**config.mk**
```make
export PLATFORM = sky130hd
export DESIGN_NAME = cpc_ctrl
export DESIGN_NICKNAME = d
export VERILOG_FILES = /design/src/cpc_pkg.sv /design/src/cpc_ctrl.sv
export SDC_FILE = /design/constraint.sdc
export NUM_CORES = 1
export LEC_CHECK = 0
export ABC_AREA = 1
export BUFFER_PORTS_ARGS = -buffer_cell sky130_fd_sc_hd__buf_2
export CAP_MARGIN = 20
export CORE_ASPECT_RATIO = 0.75
export CORE_MARGIN = 5
export CORE_UTILIZATION = 55
export CTS_CLUSTER_DIAMETER = 60
export DETAILED_ROUTE_END_ITERATION = 7
export GPL_ROUTABILITY_DRIVEN = 1
export GPL_TIMING_DRIVEN = 0
export PLACE_DENSITY = 0.92
export SYNTH_ARGS = -nofsm -noshare
export SYNTH_HDL_FRONTEND = slang
export SYNTH_SLANG_ARGS = --single-unit
```
**constraint.sdc**
```tcl
create_clock -name ref_clk -period 3.1 [get_ports ref_clk]
set_clock_uncertainty 0.2 [all_clocks]
set_input_delay 0.62 -clock ref_clk [delete_from_list [all_inputs] [get_ports ref_clk]]
set_output_delay 0.62 -clock ref_clk [all_outputs]
set_load 0.01 [all_outputs]
```
**src/cpc_pkg.sv**
```systemverilog
package cpc_pkg;
	localparam logic [2:0]  CPC_PORT_CTRL   = 3'h0;
	localparam logic [2:0]  CPC_PORT_AUX    = 3'h1;
	localparam logic [2:0]  CPC_PORT_COPROC = 3'h5;
	localparam int          CPC_B_MASK      = 4;
	localparam int          CPC_B_P1SEL     = 8;
	localparam int          CPC_B_EXTFR     = 9;
	localparam int          CPC_B_XF        = 10;
	localparam int          CPC_B_SEN       = 11;
	localparam int          CPC_B_ENC       = 12;
	localparam int          CPC_B_DEC       = 13;
	localparam int          CPC_B_ALAW      = 14;
	localparam int          CPC_B_SCLKIN    = 15;
	localparam int          CPC_B_CNT       = 16;
	localparam int          CPC_B_PRE       = 24;
	localparam int          CPC_B_FRW       = 28;
	localparam int          CPC_B_TWOS      = 29;
	localparam int          CPC_B_W16       = 30;
	localparam logic [31:0] CPC_CTRL_RST    = 32'h0000_0000;
	localparam logic [15:0] CPC_HI_WMASK    = 16'h7fff;
	localparam logic [3:0]  CPC_FR_WIDE     = 4'h7;
	localparam logic [5:0]  CPC_RATIO_DFLT  = 6'h20;

	typedef struct packed {
		logic        wr;
		logic        rd;
		logic [2:0]  addr;
		logic [15:0] wdata;
	} cpc_io_req_type;

	typedef struct packed {
		logic        wr_n;
		logic        rd_n;
		logic        byte_half_select;
		logic [15:0] data;
	} cpc_host_type;

	typedef struct packed {
		logic ser_en;
		logic enc_en;
		logic dec_en;
		logic alaw;
		logic twos;
	} cpc_comp_cfg_type;

	function automatic logic [5:0] cpc_ratio(input logic [3:0] code);
		unique case (code)
			4'h0: cpc_ratio = 6'h20;
			4'h1: cpc_ratio = 6'h1c;
			4'h2: cpc_ratio = 6'h18;
			4'h4: cpc_ratio = 6'h14;
			4'h8: cpc_ratio = 6'h10;
			4'h9: cpc_ratio = 6'h0e;
			4'ha: cpc_ratio = 6'h0c;
			4'hc: cpc_ratio = 6'h0a;
			default: cpc_ratio = CPC_RATIO_DFLT;
		endcase
	endfunction : cpc_ratio
endpackage : cpc_pkg

```
**src/cpc_ctrl.sv**
```systemverilog
`timescale 1ns/100ps
// Function
// - Bits 0-3 are event flags, each cleared by writing one to it.
// - Bits 4-7 mask the four events onto the interrupt output.
// - Bit 8 makes port 1 reach the upper control half.
// - Bit 9 picks external frame syncs instead of the internal pulse.
// - Bit 10 drives the external flag output pin.
// - Bit 11 enables the serial port, else parallel companding.
// - Bit 12 enables the encoder on port 1 writes.
// - Bit 13 enables the decoder on port 1 reads.
// - Bit 14 picks A-law when set, mu-law when clear.
// - Bit 15 makes the serial clock an input; clear drives it out.
// - Frame pulse rate is serial clock rate over modulus plus two.
// - Bits 27-24 pick the master clock divide ratio for the serial clock.
// - Bit 28 widens the frame pulse from one to eight serial clocks.
// - Bit 29 picks two's-complement over sign-magnitude companding.
// - Bit 30 picks 16-bit coprocessor port; 8-bit uses half select.
// - Both mode pins low give coprocessor mode, else port 5 is generic.
// - Write strobe fall clears latch-empty; rise interrupts the processor.
// - Processor read of port 5 drops latch-empty and clears the latch.
// - Host read drives the latch out; strobe rise pulses poll, clears full in 16-bit mode or on the high byte.
module cpc_ctrl (
	input  wire logic                     ref_clk,
	input  wire logic                     rst_n,
	input  wire cpc_pkg::cpc_io_req_type  io_req,
	output logic [15:0]                   io_rdata,
	output logic                          irq_out,
	output logic                          ext_flag_out,
	input  wire logic                     ext_irq_in_n,
	input  wire logic                     rx_frame_sync_in,
	input  wire logic                     tx_frame_sync_in,
	output logic                          int_frame_pulse,
	output logic                          xfer_frame,
	input  wire logic                     sclk_in,
	output logic                          sclk_out,
	output logic                          sclk_oe,
	output cpc_pkg::cpc_comp_cfg_type     comp_cfg,
	output logic                          p1_wr,
	output logic [15:0]                   p1_wdata,
	input  wire logic [15:0]              p1_rdata,
	output logic [15:0]                   gpio_out,
	input  wire logic [15:0]              gpio_in,
	input  wire logic                     coproc_mode_sel_a,
	input  wire logic                     coproc_mode_sel_b,
	input  wire cpc_pkg::cpc_host_type    host,
	output logic [15:0]                   host_data_out,
	output logic [1:0]                    host_data_oe,
	output logic                          rx_latch_empty,
	output logic                          tx_latch_full,
	output logic                          poll_input_n
);
	import cpc_pkg::*;

	logic [31:0] ctrl_ff, nxt_ctrl;
	logic [15:0] rdata_ff, nxt_rdata;
	logic        irq_ff, nxt_irq;
	logic        p1_wr_ff, nxt_p1_wr;
	logic [15:0] p1_wdata_ff, nxt_p1_wdata;
	logic [15:0] gpio_ff, nxt_gpio;
	logic        exi_prev_ff, fsr_prev_ff, fsx_prev_ff, fr_prev_ff;
	logic [3:0]  ev;
	logic        coproc;
	logic        wr_fall, wr_rise, rd_fall, rd_rise, p5_rd;
	logic        fr_ff, nxt_fr;
	logic        wr_prev_ff, rd_prev_ff;
	logic [15:0] rx_latch_ff, nxt_rx_latch;
	logic        sclk_oe_ff, nxt_sclk_oe;

	// Mismatched mode pins are treated as not coprocessor
	assign coproc  = !coproc_mode_sel_a && !coproc_mode_sel_b;
	assign wr_fall = coproc && wr_prev_ff && !host.wr_n;
	assign wr_rise = coproc && !wr_prev_ff && host.wr_n;
	assign rd_fall = coproc && rd_prev_ff && !host.rd_n;
	assign rd_rise = coproc && !rd_prev_ff && host.rd_n;
	assign p5_rd   = io_req.rd && io_req.addr == CPC_PORT_COPROC && coproc;

	// External interrupt line is owned by the latch in coprocessor mode
	always_comb begin
		ev[0] = coproc ? wr_rise : (exi_prev_ff && !ext_irq_in_n);
		ev[1] = rx_frame_sync_in && !fsr_prev_ff;
		ev[2] = tx_frame_sync_in && !fsx_prev_ff;
		ev[3] = fr_ff && !fr_prev_ff;
	end

	always_comb begin
		nxt_ctrl     = ctrl_ff;
		nxt_rdata    = rdata_ff;
		nxt_p1_wr    = 1'b0;
		nxt_p1_wdata = p1_wdata_ff;
		nxt_gpio     = gpio_ff;
		if (io_req.wr && io_req.addr == CPC_PORT_CTRL) begin
			nxt_ctrl[15:4] = io_req.wdata[15:4];
			nxt_ctrl[3:0]  = ctrl_ff[3:0] & ~io_req.wdata[3:0];
		end
		if (io_req.wr && io_req.addr == CPC_PORT_AUX) begin
			if (ctrl_ff[CPC_B_P1SEL]) begin
				nxt_ctrl[31:16] = io_req.wdata & CPC_HI_WMASK;
			end else begin
				nxt_p1_wr    = 1'b1;
				nxt_p1_wdata = io_req.wdata;
			end
		end
		if (io_req.wr && io_req.addr == CPC_PORT_COPROC && !coproc) begin
			nxt_gpio = io_req.wdata;
		end
		// Set wins over a clear in the same cycle
		nxt_ctrl[3:0] = nxt_ctrl[3:0] | ev;
		if (io_req.rd) begin
			unique case (io_req.addr)
				CPC_PORT_CTRL: nxt_rdata = ctrl_ff[15:0];
				CPC_PORT_AUX: nxt_rdata = ctrl_ff[CPC_B_P1SEL] ? ctrl_ff[31:16] : p1_rdata;
				CPC_PORT_COPROC: nxt_rdata = coproc ? rx_latch_ff : gpio_in;
				default: nxt_rdata = 16'h0000;
			endcase
		end
		nxt_irq = |(ctrl_ff[3:0] & ctrl_ff[CPC_B_MASK +: 4]);
		// Taken from the next value so the pin turns with the write
		nxt_sclk_oe = !nxt_ctrl[CPC_B_SCLKIN];
	end

	always_ff @(posedge ref_clk) begin
		if (!rst_n) begin
			ctrl_ff     <= CPC_CTRL_RST;
			rdata_ff    <= 16'h0000;
			irq_ff      <= 1'b0;
			p1_wr_ff    <= 1'b0;
			p1_wdata_ff <= 16'h0000;
			gpio_ff     <= 16'h0000;
			exi_prev_ff <= 1'b1;
			fsr_prev_ff <= 1'b0;
			fsx_prev_ff <= 1'b0;
			fr_prev_ff  <= 1'b0;
			sclk_oe_ff  <= 1'b1;
		end else begin
			ctrl_ff     <= nxt_ctrl;
			rdata_ff    <= nxt_rdata;
			irq_ff      <= nxt_irq;
			p1_wr_ff    <= nxt_p1_wr;
			p1_wdata_ff <= nxt_p1_wdata;
			gpio_ff     <= nxt_gpio;
			exi_prev_ff <= ext_irq_in_n;
			fsr_prev_ff <= rx_frame_sync_in;
			fsx_prev_ff <= tx_frame_sync_in;
			fr_prev_ff  <= fr_ff;
			sclk_oe_ff  <= nxt_sclk_oe;
		end
	end

	// Serial clock and frame counter
	logic [5:0] presc_ff, nxt_presc;
	logic       sclk_ff, nxt_sclk;
	logic       sclk_prev_ff;
	logic [8:0] fcnt_ff, nxt_fcnt;
	logic [3:0] fw_ff, nxt_fw;
	logic       xfr_ff, nxt_xfr;
	logic [5:0] half;
	logic       tick;

	always_comb begin
		half      = cpc_ratio(ctrl_ff[CPC_B_PRE +: 4]) >> 1;
		nxt_presc = presc_ff + 6'h01;
		nxt_sclk  = sclk_ff;
		if (presc_ff >= half - 6'h01) begin
			nxt_presc = 6'h00;
			nxt_sclk  = !sclk_ff;
		end
		// Both directions advance the frame counter on a rising clock
		tick = ctrl_ff[CPC_B_SCLKIN] ? (sclk_in && !sclk_prev_ff)
			: (nxt_sclk && !sclk_ff);
		nxt_fcnt = fcnt_ff;
		nxt_fr   = fr_ff;
		nxt_fw   = fw_ff;
		if (tick) begin
			if (fr_ff) begin
				if (fw_ff == 4'h0) begin
					nxt_fr = 1'b0;
				end else begin
					nxt_fw = fw_ff - 4'h1;
				end
			end
			if (fcnt_ff >= {1'b0, ctrl_ff[CPC_B_CNT +: 8]} + 9'h001) begin
				nxt_fcnt = 9'h000;
				nxt_fr   = 1'b1;
				nxt_fw   = ctrl_ff[CPC_B_FRW] ? CPC_FR_WIDE : 4'h0;
			end else begin
				nxt_fcnt = fcnt_ff + 9'h001;
			end
		end
		nxt_xfr = ctrl_ff[CPC_B_EXTFR] ? (tx_frame_sync_in || rx_frame_sync_in) : fr_ff;
	end

	always_ff @(posedge ref_clk) begin
		if (!rst_n) begin
			presc_ff     <= 6'h00;
			sclk_ff      <= 1'b0;
			sclk_prev_ff <= 1'b0;
			fcnt_ff      <= 9'h000;
			fr_ff        <= 1'b0;
			fw_ff        <= 4'h0;
			xfr_ff       <= 1'b0;
		end else begin
			presc_ff     <= nxt_presc;
			sclk_ff      <= nxt_sclk;
			sclk_prev_ff <= sclk_in;
			fcnt_ff      <= nxt_fcnt;
			fr_ff        <= nxt_fr;
			fw_ff        <= nxt_fw;
			xfr_ff       <= nxt_xfr;
		end
	end

	// Coprocessor latches
	logic [15:0] tx_latch_ff, nxt_tx_latch;
	logic        rx_empty_ff, nxt_rx_empty;
	logic        tx_full_ff, nxt_tx_full;
	logic        poll_n_ff, nxt_poll_n;
	logic [1:0]  hoe_ff, nxt_hoe;
	logic [15:0] hout_ff, nxt_hout;
	logic        w16;

	always_comb begin
		w16          = ctrl_ff[CPC_B_W16];
		nxt_rx_latch = rx_latch_ff;
		nxt_tx_latch = tx_latch_ff;
		nxt_rx_empty = rx_empty_ff;
		nxt_tx_full  = tx_full_ff;
		nxt_poll_n   = 1'b1;
		nxt_hoe      = hoe_ff;
		nxt_hout     = hout_ff;
		if (wr_fall) begin
			nxt_rx_empty = 1'b0;
		end
		// Capture on the rising strobe, host holds data across it
		if (wr_rise) begin
			if (w16) begin
				nxt_rx_latch = host.data;
			end else if (host.byte_half_select) begin
				nxt_rx_latch[15:8] = host.data[7:0];
			end else begin
				nxt_rx_latch[7:0] = host.data[7:0];
			end
		end
		if (p5_rd) begin
			nxt_rx_empty = 1'b0;
			nxt_rx_latch = 16'h0000;
		end
		if (io_req.wr && io_req.addr == CPC_PORT_COPROC && coproc) begin
			nxt_tx_latch = io_req.wdata;
			nxt_tx_full  = 1'b1;
		end
		if (rd_fall) begin
			nxt_hoe  = w16 ? 2'b11 : 2'b01;
			nxt_hout = w16 ? tx_latch_ff
				: {8'h00, host.byte_half_select ? tx_latch_ff[15:8] : tx_latch_ff[7:0]};
		end
		// In 8-bit mode the word is done once the high byte is taken
		if (rd_rise) begin
			nxt_hoe    = 2'b00;
			nxt_poll_n = 1'b0;
			if (w16 || host.byte_half_select) begin
				nxt_tx_full = 1'b0;
			end
		end
		if (!coproc) begin
			nxt_hoe = 2'b00;
		end
	end

	always_ff @(posedge ref_clk) begin
		if (!rst_n) begin
			wr_prev_ff  <= 1'b1;
			rd_prev_ff  <= 1'b1;
			rx_latch_ff <= 16'h0000;
			tx_latch_ff <= 16'h0000;
			rx_empty_ff <= 1'b1;
			tx_full_ff  <= 1'b0;
			poll_n_ff   <= 1'b1;
			hoe_ff      <= 2'b00;
			hout_ff     <= 16'h0000;
		end else begin
			wr_prev_ff  <= host.wr_n;
			rd_prev_ff  <= host.rd_n;
			rx_latch_ff <= nxt_rx_latch;
			tx_latch_ff <= nxt_tx_latch;
			rx_empty_ff <= nxt_rx_empty;
			tx_full_ff  <= nxt_tx_full;
			poll_n_ff   <= nxt_poll_n;
			hoe_ff      <= nxt_hoe;
			hout_ff     <= nxt_hout;
		end
	end

	assign io_rdata        = rdata_ff;
	assign irq_out         = irq_ff;
	assign ext_flag_out    = ctrl_ff[CPC_B_XF];
	assign int_frame_pulse = fr_ff;
	assign xfer_frame      = xfr_ff;
	assign sclk_out        = sclk_ff;
	assign sclk_oe         = sclk_oe_ff;
	assign comp_cfg        = {ctrl_ff[CPC_B_SEN], ctrl_ff[CPC_B_ENC], ctrl_ff[CPC_B_DEC],
		ctrl_ff[CPC_B_ALAW], ctrl_ff[CPC_B_TWOS]};
	assign p1_wr           = p1_wr_ff;
	assign p1_wdata        = p1_wdata_ff;
	assign gpio_out        = gpio_ff;
	assign host_data_out   = hout_ff;
	assign host_data_oe    = hoe_ff;
	assign rx_latch_empty  = rx_empty_ff;
	assign tx_latch_full   = tx_full_ff;
	assign poll_input_n    = poll_n_ff;
endmodule : cpc_ctrl

```
# Word-level counts from Yosys, hierarchy flattened
# Memory sizes are Yosys's and may differ from the RTL's. A register that Yosys moved wholly into a read port is not among the register bits.
# Index checks and enable logic that the tools add are counted.
[classes]
add_sub_neg = 5
n_lt_le_gt_ge = 2
eq_ne = 4
n_mux = 31
bitwise = 7
n_reduce_logical = 53
[op_table]
columns = ["operator", "n"]
rows = [
  ["16-bit 2-to-1 mux", 5],
  ["16-bit case mux with 3 select lines", 1],
  ["8-bit 2-to-1 mux", 3],
  ["1-bit logical AND", 22],
  ["4-bit 2-to-1 mux", 5],
  ["1-bit logical NOT", 14],
  ["1-bit 2-to-1 mux", 14],
  ["2-bit AND reduction", 5],
  ["8-bit by 1-bit adder with 9-bit output (second input constant)", 1],
  ["9-bit by 1-bit adder with 9-bit output (second input constant)", 1],
  ["9-bit >= comparator", 1],
  ["9-bit 2-to-1 mux", 1],
  ["4-bit AND", 2],
  ["6-bit by 1-bit adder with 6-bit output (second input constant)", 1],
  ["6-bit >= comparator", 1],
  ["2-bit nonzero test", 3],
  ["5-bit by 1-bit subtractor with 6-bit output (second input constant)", 1],
  ["4-bit logical NOT", 1],
  ["2-bit by 1-bit inequality test with 1-bit output (second input constant)", 2],
  ["4-bit inverter", 1],
  ["4-bit bitwise OR", 1],
  ["2-bit OR reduction", 2],
  ["4-bit OR reduction", 1],
  ["4-bit by 1-bit subtractor with 4-bit output (second input constant)", 1],
  ["9 further kinds", 12],
]
[totals]
register_bits = 164
romBits = 80
out_inout_bits = 81
memories = 1
[mem_list]
columns = ["memory", "words", "width", "rd", "rd_ports_with_merged_regs", "wr", "line_no", "text"]
rows = [
  ["(no name shown)", 16, 5, 1, 1, 0, "cpc_pkg.sv:47", "unique case (code)"],
]

# Logic depth before layout (Yosys ltp)
[logic_depth]
ltp_word = 6
mapped_depth = 19

# Least setup slack after synthesis
# OpenSTA, ideal clock, no wires.
[synth_timing]
path_type = "reg2reg"
from = "register half[0] (netlist name)"
to = "register fw_ff[3]"
t_arrival_ns = 2.400
path_slack_ns = 0.430
path_stages_with_launch = 18
path_buffers = 1
cell_sequence = "dfxtp_1 > inv_1 > ha_1 > nand2_1 > xor2_1 > inv_1 > ha_1 > nand2_1 > o21a_1 > nand3_1 > ha_1 > inv_1 > o21ai_0 > buf_2 > nand3_1 > nor2_1 > nand2_1 > a21oi_1"
[synth_between]
elab_chain_len = 6
[synth_lines]
columns = ["element", "line_no", "text"]
rows = [
  ["5-bit by 1-bit subtractor with 6-bit output", "cpc_ctrl.sv:163", "if (presc_ff >= half - 6'h01) begin"],
  ["6-bit >= comparator", "cpc_ctrl.sv:163", ""],
  ["1-bit 2-to-1 mux", "cpc_ctrl.sv:163", ""],
  ["1-bit logical AND", "cpc_ctrl.sv:169", ": (nxt_sclk && !sclk_ff);"],
  ["1-bit 2-to-1 mux", "cpc_ctrl.sv:168", "tick = ctrl_ff[CPC_B_SCLKIN] ? (sclk_in && !sclk_prev_ff)"],
  ["3-bit AND reduction (no source line)", "-", ""],
  ["to (signal assigned)", "cpc_ctrl.sv:207", "fw_ff <= nxt_fw;"],
  ["to (decl)", "cpc_ctrl.sv:154", "logic [3:0] fw_ff, nxt_fw;"],
]
# Every way passes these cells.
# A chain may end at the register's enable or synchronous reset.

# Worst setup path after layout
[layout_timing]
from = "register ctrl_ff[16]"
to = "register fcnt_ff[4]"
[layout_between]
elab_chain_len = 3
[layout_lines]
columns = ["element", "line_no", "text"]
rows = [
  ["from (decl)", "cpc_ctrl.sv:54", "logic [31:0] ctrl_ff, nxt_ctrl;"],
  ["from (signal assigned)", "cpc_ctrl.sv:135", "ctrl_ff <= nxt_ctrl;"],
  ["8-bit by 1-bit adder with 9-bit output", "cpc_ctrl.sv:181", "if (fcnt_ff >= {1'b0, ctrl_ff[CPC_B_CNT +: 8]} + 9'h001) begin"],
  ["9-bit >= comparator", "cpc_ctrl.sv:181", ""],
  ["9-bit 2-to-1 mux", "cpc_ctrl.sv:181", ""],
  ["to (signal assigned)", "cpc_ctrl.sv:205", "fcnt_ff <= nxt_fcnt;"],
  ["to (decl)", "cpc_ctrl.sv:153", "logic [8:0] fcnt_ff, nxt_fcnt;"],
]
# Every way passes these cells.

==> impl_metrics.json <==
{
  "cp_data_arrival_time_ns": 3.08,
  "setup.worst_path.end_class": "flip-flop",
  "rsz0062_at_grt": "no",
  "outcome": "complete, no violations",
  "floorplan.rows": 37,
  "boundary_pin_count": 161,
  "synth_simple_gate_area_share_pct": 24.0,
  "r2r_setup_slack_ns": 0.17,
  "yosys-top-cells-area": "dfxtp_1, nand2_1, a21oi_1, o21ai_0, nor2_1",
  "clk_latency_ns": 0.43,
  "highest_ir_drop_seen_on_vdd_v": 0.000431,
  "postSynth.asyncResetShare_pct": 0,
  "timing_max_transition_violations_final": 0,
  "syn_area_per_cell_um2": 7.34,
  "end_of_the_worst_hold_path": "exi_prev_ff$_SDFF_PN1_",
  "grt_max_degree": 17,
  "timing.final.crit_share_pct": 94.4,
  "setup_slack_after_layout_ns": 0.173,
  "route.vias.total": 8053,
  "global_route_wire_length_before_repair_mm": 39.2,
  "avgViaCountPerCell": 5.72,
  "reg2reg_from": "ctrl_ff[16]$_SDFFE_PN0P_",
  "start_util_pct": 56.1,
  "die-height_um": 112,
  "hold_slack_ns": 0.175,
  "ratio_of_total_power_to_cell_area_nw_per_um2": 519,
  "hold_viol_final": 0,
  "finish.cell_count_without_fillers": 1409,
  "drt_pass1_iterations": 6,
  "cts_inserted_buffers": 17,
  "synth_compound_gate_area_share_pct": 17.2,
  "postSynthCellCount": 1047,
  "area_growth_from_synthesis_to_layout_pct": 21.3,
  "clk_pin_slew_worst_paths_ns": 0.06,
  "dpl_worst_slack_ns": -0.102,
  "crit_type": "flip-flop to flip-flop",
  "clock-sinks": 169,
  "post_dp_cell_area_um2": 8690,
  "r2r-end": "fcnt_ff[4]$_SDFFE_PN0P_",
  "hold_path_depth": 3,
  "holdBufCountCts": 0,
  "grt_overflow_total": 0,
  "required_ns": 3.25,
  "synth_sequential_area_ratio_pct": 44.0,
  "floorplan.die_area_um2": 16500,
  "fill_cells": 1100,
  "cts_post_setup_buffers_inserted": 0,
  "setup_viol_count_final": 0,
  "synth_top_family_by_area": "simple AND/OR/NAND/NOR gates",
  "drt-total-wl_mm": 24.9,
  "die_w_um": 146,
  "finalWorstPathRequiredPeriod_ns": 2.93,
  "ys_seq_elements": 169,
  "synth_top_area_share_pct": 44.0,
  "tritoncts_clock_tree": "done",
  "critPathMaxFanout": 7,
  "globalplace.congestion": 0.973,
  "critPathLaunchType": "flip-flop",
  "synthFlopType": "dfxtp_1",
  "fin_nets": 1328,
  "rr_worst_depth": 15,
  "synth_fa_ha_area_share_pct": 4.07,
  "vias_in_the_first_global_route": 7579,
  "max_freq_mhz": 342,
  "post-dp-hpwl_mm": 18.4,
  "layout_cells_sized_above_1_pct": 20.1,
  "ys.warnings.count": 0,
  "setup-tns-final_ns": 0,
  "layout.cell_area.non_filler_um2": 9320,
  "core_area_um2": 13700,
  "detail_route.iter0.violations": 993,
  "synth_edf_count": 0,
  "post_synth_xor_area_fraction_pct": 1.60,
  "max_cap_violations": 0,
  "cts_buffer_depth": 2,
  "diodes": 0,
  "globalRouteTotalUtil_pct": 29.8,
  "h-tree-depth": 4,
  "wl_per_cell_um": 17.6,
  "hold_path.startpoint": "ext_irq_in_n",
  "dpl.cell_count": 1379,
  "detail-route-antenna-nets": 0,
  "port-buffer-count": 157,
  "mappedNetlistNets": 1152,
  "synth_largest_area_cell": "dfxtp_1",
  "drc": 0,
  "yosysUniqueCellTypes": 36,
  "portion_of_netlist_area_occupied_by_mux_cells_pct": 0,
  "post_synth_instance_area_um2": 7680,
  "power.leakage_nw": 4.17,
  "clock-root-buffer": "clkbuf_16",
  "synth_most_common_cell": "nand2_1",
  "worst_slew_margin_rel_pct": 49.7,
  "ys_top_cells_by_count": "nand2_1, dfxtp_1, nor2_1, inv_1, a21oi_1",
  "antenna_found_initial": 0,
  "timing.hold.worst.class": "input port to flip-flop",
  "max_slew.worst_pin.slew_ns": 0.755
}
==> per-layer routing <==
| layer | global-route usage [%] | up-vias | part of all wire [%] |
|---|---|---|---|
| li1 | - | 3785 | - |
| met1 | 41.4 | 3651 | 42 |
| met2 | 44.5 | 539 | 42 |
| met3 | 9.08 | 78 | 13 |
| met4 | 9.52 | 0 | 2.9 |
| met5 | 0 | - | 0 |
==> flip-flops by register name, summed over array words and instances (netlist names), 2 cells and up <==
| name | count |
|---|---|
| host_data_out | 16 |
| tx_latch_ff | 16 |
| io_rdata | 16 |
| fcnt_ff | 9 |
| half | 5 |
| gpio_out | 16 |
| presc_ff | 6 |
| rx_latch_ff | 16 |
| p1_wdata | 16 |
| host_data_oe | 2 |
| fw_ff | 4 |
| ctrl_ff | 31 |
==> worst max path at each step <==
stage / endpoint / from / slack [ns]
floorplan: fw_ff[3]$_SDFFE_PN0P_ / half[0]$_SDFF_PN0_ / 0.43
finish: fcnt_ff[4]$_SDFFE_PN0P_ / ctrl_ff[16]$_SDFFE_PN0P_ / 0.17
detailed placement: fcnt_ff[3]$_SDFFE_PN0P_ / half[0]$_SDFF_PN0_ / -0.10
global route: fw_ff[0]$_SDFFE_PN0P_ / ctrl_ff[16]$_SDFFE_PN0P_ / 0.008
CTS: fw_ff[3]$_SDFFE_PN0P_ / half[0]$_SDFF_PN0_ / 0.02
global placement: fcnt_ff[3]$_SDFFE_PN0P_ / half[0]$_SDFF_PN0_ / -0.005
==> where the power goes <==
| group | switching, mW | leakage (nW) | internal, mW | total, mW |
|---|---|---|---|---|
| clock | 0.880 | 0.290 | 1.31 | 2.19 |
| sequential | 0.0358 | 1.37 | 2.22 | 2.26 |
| combinational | 0.260 | 2.51 | 0.133 | 0.393 |
==> kinds of logic after synthesis <==
family                   Yosys count
AND/OR/NAND/NOR                  428
AO/OA/AOI/OAI                    243
flip-flops                       169
buffers and inverters            168
adder cells (fa/ha/maj)           25
XOR/XNOR                          14
==> critical path, stage by stage, from the launching register on <==
cell     delay, ns
dfxtp_1       0.35
inv_1         0.10
nor3_2        0.26
nand2_1       0.08
nor2_1        0.19
nand3_1       0.12
xor2_1        0.15
inv_1         0.06
ha_1          0.28
nand2_1       0.10
inv_1         0.05
a21oi_1       0.15
nand4_1       0.23
nand2_2       0.21
nand2_2       0.14
nor3b_1       0.19
==> layout by cell type (no fill, tap or decap), types with 3 or more instances in the layout <==
cell	instances
nand2_1	215
buf_2	170
dfxtp_1	169
nor2_1	107
inv_1	104
a21oi_1	101
o21ai_0	91
nand3_1	60
clkbuf_1	27
ha_1	25
a211oi_1	17
clkbuf_16	17
o211ai_1	16
nand4_1	11
buf_4	11
xor2_1	10
nand2_2	9
a31oi_1	9
inv_2	7
or2_2	6
buf_1	5
xnor2_1	4
nor3_1	4
o22ai_1	4
nor2_4	3
clkinv_4	3
bufinv_16	3
==> final cells by class <==
type	instances	area, µm²	share of cell area (%)
clock inverter	9	141	1.52
sequential	169	3380	36.3
timing repair buffer	157	786	8.43
inverter	113	425	4.56
multi-input combinational	710	3630	39.0
buffer	55	272	2.91
tap	175	219	2.35
clock buffer	21	460	4.94
==> per-stage QoR <==
step / utilization (%) / total power, mW
finish: 68.0 / 4.84
global route: 68.0 / 4.98
CTS: 67.8 / 4.83
detailed placement: 63.4 / 2.68
global placement: 63.4 / 2.67
floorplan: - / 2.50
==> what timing repair did <==
action / in CTS / in global routing
endpoints found under the setup margin: 10 / 13
gates resized for setup: 2 / 9
pin swaps: 0 / 0
hold endpoints to repair: 0 / 0
Power figures use the tool's default switching activity.
